[src/design/rsr_consts.svh]
`ifndef RSR_CONSTS_SVH
`define RSR_CONSTS_SVH

// ----------------------------------------------------------------
// Transition phase codes
// ----------------------------------------------------------------
`define RSR_PHASE_POWER_UP    2'h0
`define RSR_PHASE_SHUTDOWN    2'h1
`define RSR_PHASE_SLEEP_EXIT  2'h2
`define RSR_PHASE_SLEEP_ENTRY 2'h3

// ----------------------------------------------------------------
// Log slots and reset values
// ----------------------------------------------------------------
`define RSR_SLOT_ENTRY    2'h0
`define RSR_SLOT_EXIT     2'h1
`define RSR_SLOT_SHUTDOWN 2'h2
`define RSR_SLOT_NONE     2'h3
`define RSR_COUNT_RESET   8'h00
`define RSR_LOG_RESET     8'h00

// ----------------------------------------------------------------
// Timing
// ----------------------------------------------------------------
`define RSR_CLK_PERIOD_NS 5
`define RSR_TICK_NS       1000
`define RSR_TICK_CYC      (`RSR_TICK_NS / `RSR_CLK_PERIOD_NS)
`define RSR_UNMASK_NS     5000
`define RSR_UNMASK_CYC    ((`RSR_UNMASK_NS + `RSR_CLK_PERIOD_NS - 1) / `RSR_CLK_PERIOD_NS)
`define RSR_TIMEOUT_US    10000

`endif

[src/design/rsr_pkg.sv]
package rsr_pkg;
  typedef enum logic [1:0] {
    RSR_IDLE     = 2'b00,
    RSR_ACTIVE   = 2'b01,
    RSR_RECORD   = 2'b10,
    RSR_SELFTEST = 2'b11
  } rsr_state_e;

  typedef logic [7:0]  rsr_order_t;
  typedef logic [15:0] rsr_stamp_t;
endpackage

[src/design/rsr_recorder.sv]
// How it works
// - Each transition clears the order counter first
// - Sleep falling: busy set, phase 11
// - Sleep rising: busy set, phase 10
// - Active falling: busy set, phase 01
// - Overwrite enabled: replace log, flag if unread
// - Overwrite disabled, unread log: flag, keep old
// - Stamp overwrite enabled: replace, flag if unread
// - Stamp overwrite disabled, unread: flag, keep old
// - Each transition restarts the sequence timer
// - Sleep entry masks three classes per set
// - Exit and shutdown mask per their sets
// - Exit: unmask rail 5us after slow-UV rise
// - Falling: tag order at selected threshold, stamp
// - Rising exit: tag order at selected threshold, stamp
// - Store tags and stamps only when permitted
// - Mismatch against expected raises enabled interrupt
// - Blocked write skips compare and interrupt
// - Timeout stops tagging, clears busy
// - After entry: off masked rails watch OV only
// - Mismatch drives active-low interrupt, keeps running
// - Shutdown end: self-test if enabled, else idle
// - Active rising: busy set, phase 00
`timescale 1ns/10ps
`include "rsr_consts.svh"
module rsr_recorder #(
  parameter int N          = 6,
  parameter int TIMEOUT_US = `RSR_TIMEOUT_US
) (
  input  wire logic           mclk,
  input  wire logic           rst,
  input  wire logic           sleepIn,
  input  wire logic           powerOnRequestIn,
  input  wire logic [N-1:0]   railAboveUv,
  input  wire logic [N-1:0]   railAboveOff,
  input  wire logic           orderLogOverwriteEnable,
  input  wire logic           stampOverwriteEnable,
  input  wire logic [N-1:0]   sleepEntryAutomaskSet,
  input  wire logic [N-1:0]   sleepExitAutomaskSet,
  input  wire logic [N-1:0]   shutdownAutomaskSet,
  input  wire logic [N-1:0]   slowUnderIrqEnable,
  input  wire logic [N-1:0]   fastUnderIrqEnable,
  input  wire logic [N-1:0]   fastOverIrqEnable,
  input  wire logic [N-1:0]   riseThresholdSelect,
  input  wire logic [N-1:0]   fallThresholdSelect,
  input  wire logic [8*N-1:0] sleepEntryExpectedOrder,
  input  wire logic [8*N-1:0] sleepExitExpectedOrder,
  input  wire logic [8*N-1:0] shutdownExpectedOrder,
  input  wire logic           sleepEntrySeqIrqEnable,
  input  wire logic           sleepExitSeqIrqEnable,
  input  wire logic           shutdownSeqIrqEnable,
  input  wire logic           selftestOnShutdown,
  input  wire logic           selftestDone,
  input  wire logic           selftestPass,
  input  wire logic [2:0]     logReadAck,
  input  wire logic           stampReadAck,
  input  wire logic           faultIrqClear,
  output logic                recordingBusyFlag,
  output logic [1:0]          transitionPhaseCode,
  output logic [8*N-1:0]      sleepEntryOrderLog,
  output logic [8*N-1:0]      sleepExitOrderLog,
  output logic [8*N-1:0]      shutdownOrderLog,
  output logic [2:0]          logReady,
  output logic [2:0]          logOverrun,
  output logic                stampReadyFlag,
  output logic                stampOverrunFlag,
  output logic [8*N-1:0]      stampUpperByte,
  output logic [8*N-1:0]      stampLowerByte,
  output logic [N-1:0]        slowUnderIrqActive,
  output logic [N-1:0]        fastUnderIrqActive,
  output logic [N-1:0]        fastOverIrqActive,
  output logic [N-1:0]        slowOverOnly,
  output logic [1:0]          deviceState,
  output logic                selftestStart,
  output logic                faultIrqN
);
  localparam int TICK_CYC   = `RSR_TICK_CYC;
  localparam int UNMASK_CYC = `RSR_UNMASK_CYC;

  // ----------------------------------------------------------------
  // Pin synchronisation and edge detection
  // ----------------------------------------------------------------
  logic [2*N+1:0] pinSync;
  logic           sleepS, actS, sleepPrev_q, actPrev_q;
  logic [N-1:0]   uvS, offS;

  rsr_sync2 #(.W(2*N+2)) uSync (
    .mclk    (mclk),
    .rst     (rst),
    .asyncIn ({sleepIn, powerOnRequestIn, railAboveUv, railAboveOff}),
    .syncOut (pinSync)
  );
  assign {sleepS, actS, uvS, offS} = pinSync;

  // Previous levels reset low: a pin high at release reads as a rising edge
  always_ff @(posedge mclk) begin
    if (rst) begin
      sleepPrev_q <= 1'b0;
      actPrev_q   <= 1'b0;
    end else begin
      sleepPrev_q <= sleepS;
      actPrev_q   <= actS;
    end
  end

  // Priority: shutdown over power-up over sleep edges
  logic       evt;
  logic [1:0] evtPhase, evtSlot;
  always_comb begin
    evt      = 1'b1;
    evtPhase = `RSR_PHASE_POWER_UP;
    evtSlot  = `RSR_SLOT_NONE;
    if (actPrev_q && !actS) begin
      evtPhase = `RSR_PHASE_SHUTDOWN;
      evtSlot  = `RSR_SLOT_SHUTDOWN;
    end else if (!actPrev_q && actS) begin
      evtPhase = `RSR_PHASE_POWER_UP;
    end else if (actS && sleepPrev_q && !sleepS) begin
      evtPhase = `RSR_PHASE_SLEEP_ENTRY;
      evtSlot  = `RSR_SLOT_ENTRY;
    end else if (actS && !sleepPrev_q && sleepS) begin
      evtPhase = `RSR_PHASE_SLEEP_EXIT;
      evtSlot  = `RSR_SLOT_EXIT;
    end else begin
      evt = 1'b0;
    end
  end

  // Rail has crossed the threshold its select bit chooses
  function automatic logic railCrossed(input logic rising, input logic sel,
                                       input logic aboveUv, input logic aboveOff);
    logic above;
    above = sel ? aboveOff : aboveUv;
    return rising ? above : !above;
  endfunction

  // ----------------------------------------------------------------
  // Recording state
  // ----------------------------------------------------------------
  rsr_pkg::rsr_state_e state_q, state_d;
  logic [1:0]          phase_q, phase_d, slot_q, slot_d;
  logic                busy_q, busy_d, seqWr_q, seqWr_d, stWr_q, stWr_d;
  logic [7:0]          count_q, count_d;
  logic [7:0]          tickCnt_q, tickCnt_d;
  logic [15:0]         timer_q, timer_d;
  logic [N-1:0]        tagged_q, tagged_d;
  logic [2:0]          ready_q, ready_d, over_q, over_d;
  logic                stRdy_q, stRdy_d, stOver_q, stOver_d, irq_q, irq_d, bist_q, bist_d;
  rsr_pkg::rsr_order_t log_q [3][N];
  rsr_pkg::rsr_order_t log_d [3][N];
  rsr_pkg::rsr_stamp_t stamp_q [N];
  rsr_pkg::rsr_stamp_t stamp_d [N];
  logic [N-1:0]        crossNow;
  rsr_pkg::rsr_order_t expOrd;
  logic                seqIen;

  // Transition start, tagging, timeout and end-of-record decision
  always_comb begin
    state_d = state_q;
    phase_d = phase_q;
    slot_d = slot_q;
    busy_d = busy_q;
    seqWr_d = seqWr_q;
    stWr_d = stWr_q;
    count_d = count_q;
    tickCnt_d = tickCnt_q;
    timer_d = timer_q;
    tagged_d = tagged_q;
    ready_d = ready_q & ~logReadAck;
    over_d = over_q & ~logReadAck;
    stRdy_d = stRdy_q & ~stampReadAck;
    stOver_d = stOver_q & ~stampReadAck;
    irq_d = irq_q & ~faultIrqClear;
    bist_d = 1'b0;
    log_d = log_q;
    stamp_d = stamp_q;
    crossNow = '0;
    expOrd = 8'h00;
    seqIen = 1'b0;
    // Sequence timer ticks in microseconds, giving stamps and timeout
    if (busy_q) begin
      if (tickCnt_q == 8'(TICK_CYC - 1)) begin
        tickCnt_d = 8'h00;
        timer_d   = timer_q + 16'h0001;
      end else begin
        tickCnt_d = tickCnt_q + 8'h01;
      end
    end
    if (busy_q && slot_q != `RSR_SLOT_NONE) begin
      for (int i = 0; i < N; i++) begin
        crossNow[i] = !tagged_q[i] && railCrossed(slot_q == `RSR_SLOT_EXIT,
          slot_q == `RSR_SLOT_EXIT ? riseThresholdSelect[i] : fallThresholdSelect[i],
          uvS[i], offS[i]);
        if (crossNow[i]) begin
          tagged_d[i] = 1'b1;
          unique case (slot_q)
            `RSR_SLOT_ENTRY: begin
              expOrd = sleepEntryExpectedOrder[8*i +: 8];
              seqIen = sleepEntrySeqIrqEnable;
            end
            `RSR_SLOT_EXIT: begin
              expOrd = sleepExitExpectedOrder[8*i +: 8];
              seqIen = sleepExitSeqIrqEnable;
            end
            default: begin
              expOrd = shutdownExpectedOrder[8*i +: 8];
              seqIen = shutdownSeqIrqEnable;
            end
          endcase
          if (seqWr_q) begin
            log_d[slot_q][i] = count_q + 8'h01;
            ready_d[slot_q]  = 1'b1;
            if ((count_q + 8'h01) != expOrd) begin
              if (seqIen) begin
                irq_d = 1'b1;
              end
            end
          end
          if (stWr_q) begin
            stamp_d[i] = timer_q;
            stRdy_d    = 1'b1;
          end
        end
      end
      // Rails crossing together share one order value
      if (|crossNow) begin
        count_d = count_q + 8'h01;
      end
    end
    // Timeout ends tagging
    if (busy_q && timer_q == 16'(TIMEOUT_US)) begin
      busy_d = 1'b0;
      if (phase_q == `RSR_PHASE_SHUTDOWN) begin
        if (selftestOnShutdown) begin
          state_d = rsr_pkg::RSR_SELFTEST;
          bist_d  = 1'b1;
        end else begin
          state_d = rsr_pkg::RSR_IDLE;
        end
      end else begin
        state_d = rsr_pkg::RSR_ACTIVE;
      end
    end
    if (state_q == rsr_pkg::RSR_SELFTEST && selftestDone) begin
      state_d = selftestPass ? rsr_pkg::RSR_IDLE : rsr_pkg::RSR_ACTIVE;
    end
    // A new transition restarts counter, timer, tags and write permits; flags still set over acks
    if (evt) begin
      state_d   = rsr_pkg::RSR_RECORD;
      busy_d    = 1'b1;
      phase_d   = evtPhase;
      slot_d    = evtSlot;
      count_d   = `RSR_COUNT_RESET;
      tickCnt_d = 8'h00;
      timer_d   = 16'h0000;
      tagged_d  = '0;
      stWr_d    = stampOverwriteEnable || !stRdy_q;
      if (stRdy_q) begin
        stOver_d = 1'b1;
      end
      seqWr_d = 1'b0;
      if (evtSlot != `RSR_SLOT_NONE) begin
        seqWr_d = orderLogOverwriteEnable || !ready_q[evtSlot];
        if (ready_q[evtSlot]) begin
          over_d[evtSlot] = 1'b1;
        end
      end
    end
  end

  always_ff @(posedge mclk) begin
    if (rst) begin
      state_q   <= rsr_pkg::RSR_IDLE;
      phase_q   <= `RSR_PHASE_POWER_UP;
      slot_q    <= `RSR_SLOT_NONE;
      busy_q    <= 1'b0;
      seqWr_q   <= 1'b0;
      stWr_q    <= 1'b0;
      count_q   <= `RSR_COUNT_RESET;
      tickCnt_q <= 8'h00;
      timer_q   <= 16'h0000;
      tagged_q  <= '0;
      ready_q   <= 3'h0;
      over_q    <= 3'h0;
      stRdy_q   <= 1'b0;
      stOver_q  <= 1'b0;
      irq_q     <= 1'b0;
      bist_q    <= 1'b0;
      for (int i = 0; i < N; i++) begin
        stamp_q[i] <= 16'h0000;
        for (int s = 0; s < 3; s++) begin
          log_q[s][i] <= `RSR_LOG_RESET;
        end
      end
    end else begin
      state_q   <= state_d;
      phase_q   <= phase_d;
      slot_q    <= slot_d;
      busy_q    <= busy_d;
      seqWr_q   <= seqWr_d;
      stWr_q    <= stWr_d;
      count_q   <= count_d;
      tickCnt_q <= tickCnt_d;
      timer_q   <= timer_d;
      tagged_q  <= tagged_d;
      ready_q   <= ready_d;
      over_q    <= over_d;
      stRdy_q   <= stRdy_d;
      stOver_q  <= stOver_d;
      irq_q     <= irq_d;
      bist_q    <= bist_d;
      log_q     <= log_d;
      stamp_q   <= stamp_d;
    end
  end

  // ----------------------------------------------------------------
  // Interrupt auto-masking and delayed unmask
  // ----------------------------------------------------------------
  logic [N-1:0] mask_q, mask_d;
  logic [9:0]   unmCnt_q [N];
  logic [9:0]   unmCnt_d [N];

  // Mask stays until, in the sleep-exit phase, the rail is seen above slow-UV long enough
  always_comb begin
    mask_d   = mask_q;
    unmCnt_d = unmCnt_q;
    if (evt) begin
      unique case (evtSlot)
        `RSR_SLOT_ENTRY:    mask_d = mask_q | sleepEntryAutomaskSet;
        `RSR_SLOT_EXIT:     mask_d = mask_q | sleepExitAutomaskSet;
        `RSR_SLOT_SHUTDOWN: mask_d = mask_q | shutdownAutomaskSet;
        default:            mask_d = mask_q;
      endcase
      for (int i = 0; i < N; i++) begin
        unmCnt_d[i] = 10'h000;
      end
    end else if (phase_q == `RSR_PHASE_SLEEP_EXIT) begin
      for (int i = 0; i < N; i++) begin
        if (mask_q[i] && uvS[i]) begin
          if (unmCnt_q[i] == 10'(UNMASK_CYC - 1)) begin
            mask_d[i] = 1'b0;
          end else begin
            unmCnt_d[i] = unmCnt_q[i] + 10'h001;
          end
        end else begin
          unmCnt_d[i] = 10'h000;
        end
      end
    end
  end

  always_ff @(posedge mclk) begin
    if (rst) begin
      mask_q <= '0;
      for (int i = 0; i < N; i++) begin
        unmCnt_q[i] <= 10'h000;
      end
    end else begin
      mask_q   <= mask_d;
      unmCnt_q <= unmCnt_d;
    end
  end

  // ----------------------------------------------------------------
  // Outputs
  // ----------------------------------------------------------------
  // Flatten the stores; all bits come straight from flip-flops
  always_comb begin
    for (int i = 0; i < N; i++) begin
      sleepEntryOrderLog[8*i +: 8] = log_q[`RSR_SLOT_ENTRY][i];
      sleepExitOrderLog[8*i +: 8]  = log_q[`RSR_SLOT_EXIT][i];
      shutdownOrderLog[8*i +: 8]   = log_q[`RSR_SLOT_SHUTDOWN][i];
      stampUpperByte[8*i +: 8]     = stamp_q[i][15:8];
      stampLowerByte[8*i +: 8]     = stamp_q[i][7:0];
    end
  end

  // Masked rails follow their own enables once unmasked
  assign slowUnderIrqActive  = slowUnderIrqEnable & ~mask_q;
  assign fastUnderIrqActive  = fastUnderIrqEnable & ~mask_q;
  assign fastOverIrqActive   = fastOverIrqEnable & ~mask_q;
  assign slowOverOnly        = mask_q & ~offS;
  assign recordingBusyFlag   = busy_q;
  assign transitionPhaseCode = phase_q;
  assign logReady            = ready_q;
  assign logOverrun          = over_q;
  assign stampReadyFlag      = stRdy_q;
  assign stampOverrunFlag    = stOver_q;
  assign deviceState         = state_q;
  assign selftestStart       = bist_q;
  assign faultIrqN           = !irq_q;
endmodule // rsr_recorder

[src/design/rsr_sync2.sv]
`timescale 1ns/10ps
// Two-stage synchroniser for pin inputs
module rsr_sync2 #(
  parameter int W = 1
) (
  input  wire logic         mclk,
  input  wire logic         rst,
  input  wire logic [W-1:0] asyncIn,
  output logic      [W-1:0] syncOut
);
  logic [W-1:0] meta_q;

  // Only the second stage is ever read
  always_ff @(posedge mclk) begin
    if (rst) begin
      meta_q  <= '0;
      syncOut <= '0;
    end else begin
      meta_q  <= asyncIn;
      syncOut <= meta_q;
    end
  end
endmodule // rsr_sync2

[config.mk]
export PLATFORM = sky130hd
export DESIGN_NAME = rsr_recorder
export DESIGN_NICKNAME = d
export VERILOG_FILES = /design/src/design/rsr_pkg.sv /design/src/design/rsr_recorder.sv /design/src/design/rsr_sync2.sv
export VERILOG_INCLUDE_DIRS = /design/src /design/src/design
export SDC_FILE = /design/constraint.sdc
export NUM_CORES = 1
export LEC_CHECK = 0
export ABC_AREA = 1
export BUFFER_PORTS_ARGS = -buffer_cell sky130_fd_sc_hd__buf_4
export CAP_MARGIN = 20
export CORE_MARGIN = 10
export CORE_UTILIZATION = 41
export CTS_CLUSTER_SIZE = 16
export DETAILED_ROUTE_END_ITERATION = 16
export PLACE_DENSITY = 0.66
export SYNTH_ARGS = -nofsm -noshare
export SYNTH_HDL_FRONTEND = slang
export SYNTH_SLANG_ARGS = --single-unit
[constraint.sdc]
create_clock -name mclk -period 3.8 [get_ports mclk]
set_clock_uncertainty 0.15 [all_clocks]
set_input_delay 0.38 -clock mclk [delete_from_list [all_inputs] [get_ports mclk]]
set_output_delay 0.38 -clock mclk [all_outputs]
set_load 0.02 [all_outputs]
==> results of run 1 <==
==> tightest hold or removal path: stages <==
cell and delay [ns]:
sky130_fd_sc_hd__buf_4 0.09, sky130_fd_sc_hd__inv_1 0.05, sky130_fd_sc_hd__o21ai_0 0.15, sky130_fd_sc_hd__a21oi_1 0.04
==> cells by family after synthesis <==
logic type | count (synthesis) | synth area share, %
compound gates | 545 | 16.4
simple gates | 1120 | 27.8
fa+ha+maj | 10 | 0.715
flops | 393 | 45.0
xor+xnor | 24 | 1.20
buf+inv | 376 | 8.91
==> layout by cell type (no fill, tap or decap), types with 12 or more instances in the layout <==
master and count:
sky130_fd_sc_hd__buf_4 531, sky130_fd_sc_hd__nand2_1 539, sky130_fd_sc_hd__nand4_1 45, sky130_fd_sc_hd__nor2_1 218, sky130_fd_sc_hd__dfxtp_1 392, sky130_fd_sc_hd__xor2_1 18, sky130_fd_sc_hd__a31oi_1 18, sky130_fd_sc_hd__clkbuf_8 13
sky130_fd_sc_hd__inv_1 218, sky130_fd_sc_hd__inv_2 16, sky130_fd_sc_hd__nor2_4 12, sky130_fd_sc_hd__nand3_1 240, sky130_fd_sc_hd__dlygate4sd3_1 22, sky130_fd_sc_hd__o21ai_0 164, sky130_fd_sc_hd__clkbuf_16 44, sky130_fd_sc_hd__nor3_1 29
sky130_fd_sc_hd__a21oi_1 319
==> stage by stage <==
step	setup slack, ns	instances	power (W)	utilization [%]
floorplan	1.68	2468	0.00474	-
finish	0.734	3499	0.00921	55.1
global route	0.460	3499	0.00953	55.1
detailed placement	0.737	3400	0.00517	51.2
CTS	0.723	3499	0.00926	55.1
global placement	0.757	3399	0.00516	51.2
==> synth_stat cells (all sizes together) <==
| cell type | number |
|---|---|
| a21oi | 328 |
| inv | 235 |
| nor3b | 5 |
| clkinv | 1 |
| o21ai | 173 |
| o31ai | 2 |
| nand4 | 45 |
| o21a | 5 |
| o221a | 1 |
| nand2 | 543 |
| and3 | 1 |
| o22ai | 2 |
| nand3b | 1 |
| clkbuf | 73 |
| a31oi | 18 |
| xnor2 | 6 |
| o211ai | 5 |
| or2 | 2 |
| or3 | 2 |
| nor3 | 32 |
| a211oi | 11 |
| nor2 | 238 |
| xor2 | 18 |
| nand3 | 240 |
| dfxtp | 393 |
| buf | 67 |
| ha | 10 |
| nor4 | 11 |
==> sequential cells by signal (all words and copies together) (netlist names), 14 cells and up <==
| name | flops |
|---|---|
| unmCnt_q | 60 |
| shutdownOrderLog | 48 |
| sleepEntryOrderLog | 48 |
| sleepExitOrderLog | 48 |
| stampLowerByte | 48 |
| stampUpperByte | 48 |
| timer_q | 16 |
| uSync.meta_q | 14 |
| uSync.syncOut | 14 |
==> layer usage <==
layer	track usage (%)	part of all wire, %	up-vias
met5	0	0	-
met4	8.14	3.0	0
met3	7.39	9.3	133
met2	44.0	47	794
met1	32.8	41	8886
li1	-	-	9045
==> cell type report <==
type	instances	share of cell area (%)
well taps	539	2.91
inverters	236	3.85
multi-input cells	1699	34.9
clock inverters	10	0.297
repair buffers	555	18.3
flip-flops and latches	393	34.0
clock buffers	67	5.69
==> power breakdown <==
part	total [W]	internal (W)	switching, W
registers	0.00418	0.00415	0.0000310
logic	0.000924	0.000347	0.000577
clock network	0.00410	0.00238	0.00172
total	0.00921	0.00688	0.00233
==> repair_timing <==
item | 4_1_cts | 5_1_grt
hold endpoints to repair | 26 | 0
hold buffers | 22 | 0
resized for setup | 0 | 0
==> final timing paths <==
path	from	slack [ns]	end
hold / removal	selftestPass	0.05	deviceState[0]$_SDFFE_PP0P_
setup / recovery	actPrev_q$_SDFF_PP0_	0.73	unmCnt_q[24]$_SDFFE_PP0P_
setup reg to reg	actPrev_q$_SDFF_PP0_	0.73	unmCnt_q[24]$_SDFFE_PP0P_
hold reg to reg	uSync.meta_q[5]$_SDFF_PP0_	0.25	uSync.syncOut[5]$_SDFF_PP0_
==> flow_metrics.py, run 1 <==
metrics = {
    "floorplan": {
        "core_area_um2": 42000,
        "fp.dieArea_um2": 51400,
        "die_width_um": 227,
        "number_of_placement_rows": 75,
        "die_h_um": 227,
        "effective_utilization_at_floorplan_pct": 41.6,
        "io_pins": 500,
    },
    "sta": {
        "fin_hold_ws_ns": 0.0498,
        "timing_limited_maximum_frequency_mhz": 326,
        "final.period_utilization_pct": 80.7,
        "relative_max_transition_margin_pct": 31.2,
        "final.min_clock_period_ns": 3.07,
        "final.setup.tns_ns": 0,
        "grt_setup_unrepaired": "false",
        "worst_pin_slew_ns": 1.03,
        "report.final.slew_viol_count": 0,
        "setup_viol_count_final": 0,
        "hold_viol": 0,
    },
    "clocking": {
        "postCtsSetupBuffers": 0,
        "cts.root.buffer_cell": "sky130_fd_sc_hd__clkbuf_16",
        "tritoncts": "built",
        "cts.clk_slew.worst_paths_ns": 0.06,
        "numClockSinks": 393,
        "clock_latency_ns": 0.57,
        "cts_max_level": 2,
        "clockBufferDepth": 3,
        "tritoncts.num_buffers": 43,
    },
    "layout": {
        "finalNetCount": 3159,
        "n_antenna_cell": 0,
        "final-seq-area_um2": 7870,
        "layout-drive-gt1-share_pct": 22.3,
        "post-route-cell-area_um2": 23100,
        "syn2layout_area_growth_pct": 32.3,
        "multi_input_comb_area_um2": 8080,
        "filler_cells": 4039,
    },
    "detailed_routing": {
        "drt_drc_violations_left": 0,
        "wirelength_um": 71400,
        "dr.pass1.iters": 8,
        "avgViaCountPerCell": 5.39,
        "wire_per_inst_um": 20.4,
        "detail-route-antenna-nets": 0,
        "vias": 18900,
        "drt-initial-drc-count": 1682,
    },
    "place": {
        "post-dp-hpwl_um": 54200,
        "numPortBuffers": 499,
        "detailed_place.area_um2": 21500,
        "gp_congestion": 0.974,
    },
    "logic_synthesis": {
        "netlist_area_um2": 17500,
        "synth_cell_type_count": 44,
        "syn-instance-count": 2468,
        "synth_top_area_share_pct": 45.0,
        "syn-num-nets": 2699,
        "postSynthAreaPerCell_um2": 7.09,
        "synth_warn": 0,
        "synth.yosys.seq_area_share_pct": 45.0,
        "yosys-top-cells-area": "sky130_fd_sc_hd__dfxtp_1 (45%), sky130_fd_sc_hd__nand2_1 (12%), sky130_fd_sc_hd__a21oi_1 (9.1%)",
        "total_of_flip_flops_plus_latches_after_synthesis": 393,
        "post-synth-top-area-cell": "sky130_fd_sc_hd__dfxtp_1",
    },
    "global_route": {
        "gr-usage-all-layers_pct": 26.5,
        "grt_antenna_before_repair": 0,
        "grt_start_max_net_pins": 75,
        "grt_pass1_vias": 17900,
        "grt-ovfl-total": 0,
        "grt_pass1_wl_um": 107000,
    },
    "critical_path": {
        "timing.critical_path.buf_inv": 1,
        "path_max_fanout": 15,
        "critical_path.max_stage_delay_ns": 0.55,
        "critPathMostFrequentCell": "sky130_fd_sc_hd__a21oi_1",
        "critical_path.top_delay_family": "simple AND/OR/NAND/NOR gates",
        "timing.critical_path.from_type": "flip-flop",
        "slowest_cp_cell": "sky130_fd_sc_hd__dfxtp_1",
        "crit_chain": "nor2_1, nor2_2, nand2_2, nor2_4, inv_2, a21oi_1, o21ai_0, a21oi_1",
        "worstPathRequired_ns": 4.14,
        "criticalPathCategory": "flip-flop to flip-flop",
        "critPathCaptureType": "flip-flop",
        "cp.depth": 8,
        "r2r.worst_path.cells": 8,
        "crit_arrival_ns": 3.40,
    },
    "status": {
        "status": "finished, final reports clean",
    },
    "power_and_ir_drop": {
        "cellPowerDensity_nw_per_um2": 398,
        "leakagePower_nw": 10.1,
        "max-vdd-ir-drop_mv": 0.304,
    },
    "run": {
        "max_cap_violations": 0,
    },
    "worst_hold_path": {
        "whs_path_depth": 4,
        "holdCritPathClass": "primary input to flip-flop",
    },
}
(Power assumes the default switching activity.)
==> run 2: changes to the inputs <==
- ABC_AREA: 1 -> 0
- PLACE_DENSITY: 0.66 -> 0.69
- clock period: 3.8 -> 2.57 ns (I/O delays scaled with it)
==> run 2 against run 1 <==
Via count down 13%. Critical path depth up 3. Clock power up 50%. Synthesized cell count down 20%. Sequential power up 47%. Maximum frequency up 19%. Register-to-register slack worse by 0.73 ns. Power up 43%. Non-clock buffer count up 92. Cell area up 2.4%. Final cell count down 12%. Utilization up 2.9 points. Critical path type unchanged.
==> flow_metrics.py, run 2 <==
metrics = {
    "clocking": {
        "numClockSinks": 393,
        "clock_latency_ns": 0.56,
        "cts.root.buffer_cell": "sky130_fd_sc_hd__clkbuf_16",
        "postCtsSetupBuffers": 0,
        "tritoncts": "built",
        "cts_max_level": 2,
        "clockBufferDepth": 3,
        "cts.clk_slew.worst_paths_ns": 0.06,
        "tritoncts.num_buffers": 43,
    },
    "sta": {
        "final.setup.tns_ns": 0,
        "timing_limited_maximum_frequency_mhz": 389,
        "hold_viol": 0,
        "final.min_clock_period_ns": 2.57,
        "worst_pin_slew_ns": 0.837,
        "relative_max_transition_margin_pct": 44.2,
        "final.period_utilization_pct": 100,
        "grt_setup_unrepaired": "true",
        "report.final.slew_viol_count": 0,
        "setup_viol_count_final": 0,
        "fin_hold_ws_ns": 0.0494,
    },
    "place": {
        "dp_cells": 2958,
        "post-dp-hpwl_um": 47800,
        "numPortBuffers": 499,
        "gp_congestion": 0.934,
    },
    "detailed_routing": {
        "wirelength_um": 63500,
        "wire_per_inst_um": 20.6,
        "detail-route-antenna-nets": 0,
        "drt_drc_violations_left": 0,
        "vias": 16300,
        "drt-initial-drc-count": 1229,
        "dr.pass1.iters": 5,
        "avgViaCountPerCell": 5.30,
    },
    "layout": {
        "layout_commonest_cell": "sky130_fd_sc_hd__buf_4",
        "instances_no_fill": 3082,
        "post-route-util_pct": 57.9,
        "largest_register_ffs": 60,
        "layout-drive-gt1-share_pct": 28.0,
        "largest_register": "unmCnt_q",
        "layout.cells.most_common_list": "sky130_fd_sc_hd__buf_4 (586), sky130_fd_sc_hd__dfxtp_1 (387), sky130_fd_sc_hd__nor2_1 (353)",
        "finalNetCount": 2749,
        "syn2layout_area_growth_pct": 39.1,
        "n_antenna_cell": 0,
    },
    "logic_synthesis": {
        "synthArstFlopShare_pct": 0,
        "total_of_flip_flops_plus_latches_after_synthesis": 393,
        "ys_dominant_reg_cell": "sky130_fd_sc_hd__dfxtp_1",
        "post-synth-top-area-cell": "sky130_fd_sc_hd__dfxtp_1",
        "netlist_area_um2": 17000,
        "synthTopCellsByCount": "sky130_fd_sc_hd__dfxtp_1 (393), sky130_fd_sc_hd__nor2_1 (356), sky130_fd_sc_hd__nand2_1 (159)",
        "syn-num-nets": 2209,
        "postSynthAreaPerCell_um2": 8.62,
        "synth_warn": 0,
        "synth_cell_type_count": 66,
        "count_of_flip_flops_with_a_built_in_enable_after_synthesis": 0,
        "yosys-top-cells-area": "sky130_fd_sc_hd__dfxtp_1 (46%), sky130_fd_sc_hd__nor2_1 (7.8%), sky130_fd_sc_hd__mux2i_1 (7.6%)",
        "synth.most_common_cell": "sky130_fd_sc_hd__dfxtp_1",
        "synth.yosys.seq_area_share_pct": 46.2,
        "syn-instance-count": 1978,
        "synth_top_area_share_pct": 46.2,
    },
    "critical_path": {
        "criticalPathCategory": "flip-flop to flip-flop",
        "worstPathRequired_ns": 2.85,
        "critPathMostFrequentCell": "sky130_fd_sc_hd__buf_4",
        "crit_arrival_ns": 2.85,
        "slowest_cp_cell": "sky130_fd_sc_hd__dfxtp_2",
        "timing.critical_path.from_type": "flip-flop",
        "crit_chain": "ha_1, nand3_4, buf_4, xor2_4, buf_4, buf_4, xor2_1, nand3_1, o31ai_1, o2111ai_1, o31a_1",
        "critPathCaptureType": "flip-flop",
        "reg2reg_setup_slack_ns": 0.0004,
        "critical_path.max_stage_delay_ns": 0.32,
        "path_max_fanout": 7,
    },
    "global_route": {
        "grt_antenna_before_repair": 2,
        "grt-ovfl-total": 0,
        "grt_pass1_vias": 16100,
        "grt_pass1_wl_um": 95500,
        "grt_start_max_net_pins": 128,
        "gr-usage-all-layers_pct": 24.0,
    },
    "floorplan": {
        "number_of_placement_rows": 74,
        "fp.dieArea_um2": 50100,
        "effective_utilization_at_floorplan_pct": 41.6,
        "die_width_um": 224,
        "io_pins": 500,
        "core_area_um2": 40900,
        "die_h_um": 224,
    },
    "power_and_ir_drop": {
        "total_chip_power_w": 0.0132,
        "cellPowerDensity_nw_per_um2": 557,
        "leakagePower_nw": 9.99,
        "max-vdd-ir-drop_mv": 0.578,
    },
    "worst_hold_path": {
        "holdCritPathClass": "primary input to flip-flop",
    },
    "status": {
        "status": "finished, final reports clean",
    },
    "run": {
        "max_cap_violations": 0,
    },
}
[run 2: stage by stage]
| step | setup WS (ns) | area, um^2 |
|---|---|---|
| global placement | -0.00554 | 21700 |
| detailed placement | -0.0684 | 21700 |
| finish | 0.000377 | 23700 |
| CTS | 0.00644 | 23600 |
| floorplan | 0.0193 | 17000 |
| global route | -0.0743 | 23700 |
[run 2: where the power goes]
group | internal (W) | switching (W)
Clock | 0.00366 | 0.00251
Combinational | 0.000453 | 0.000428
Sequential | 0.00612 | 0.0000275
Total | 0.0102 | 0.00296
[run 2: kinds of logic (layout without fill, tap and decap cells)]
| kind of cell | after synthesis | count (layout) | synth area share (%) |
|---|---|---|---|
| fa+ha+maj | 10 | 10 | 0.734 |
| buf+inv | 172 | 744 | 4.18 |
| simple gates | 792 | 792 | 21.3 |
| flops | 393 | 393 | 46.2 |
| compound gates | 356 | 356 | 13.2 |
| mux | 142 | 142 | 8.43 |
| xor+xnor | 113 | 113 | 6.01 |
[run 2: layout make-up]
type                    instances  area [um^2]
fillers                      3633        17200
repair buffers                647         5100
flip-flops and latches        393         7880
clock buffers                  65         1250
inverters                      20         75.1
clock inverters                12          148
well taps                     532          666
multi-input cells            1413         8590
[run 2: per-layer routing]
layer	GRT usage, %	routed length, um	vias up	share of wire [%]
met4	6.87	1610	2	2.5
met2	39.6	29900	546	47
met1	29.4	26100	7804	41
met3	7.58	5870	95	9.3
li1	-	-	7886	-
met5	0	11	-	0.017
[run 2: what timing repair did]
| action | 4_1_cts | 5_1_grt |
|---|---|---|
| gates resized for setup | 6 | 22 |
| hold endpoints to repair | 50 | 0 |
| setup endpoints to repair | 17 | 44 |
| hold buffers | 47 | 0 |
[run 2: worst max-delay path: cells and delay by family (launching register included)]
kind / cells / cell delay, ns
xor+xnor: 2 / 0.36
compound gates: 3 / 0.74
fa+ha+maj: 1 / 0.23
simple gates: 2 / 0.19
buf+inv: 3 / 0.47
flops: 1 / 0.32
[run 2: worst paths after layout]
check                           cells after the start                        from                           to
worst max register to register                     11     count_q[0]$_SDFFE_PP0P_             irq_q$_SDFF_PP0_
worst max-delay path                               11     count_q[0]$_SDFFE_PP0P_             irq_q$_SDFF_PP0_
worst min register to register                      1  uSync.meta_q[8]$_SDFF_PP0_  uSync.syncOut[8]$_SDFF_PP0_
worst min-delay path                                5     sleepExitAutomaskSet[2]       mask_q[2]$_SDFFE_PP0P_
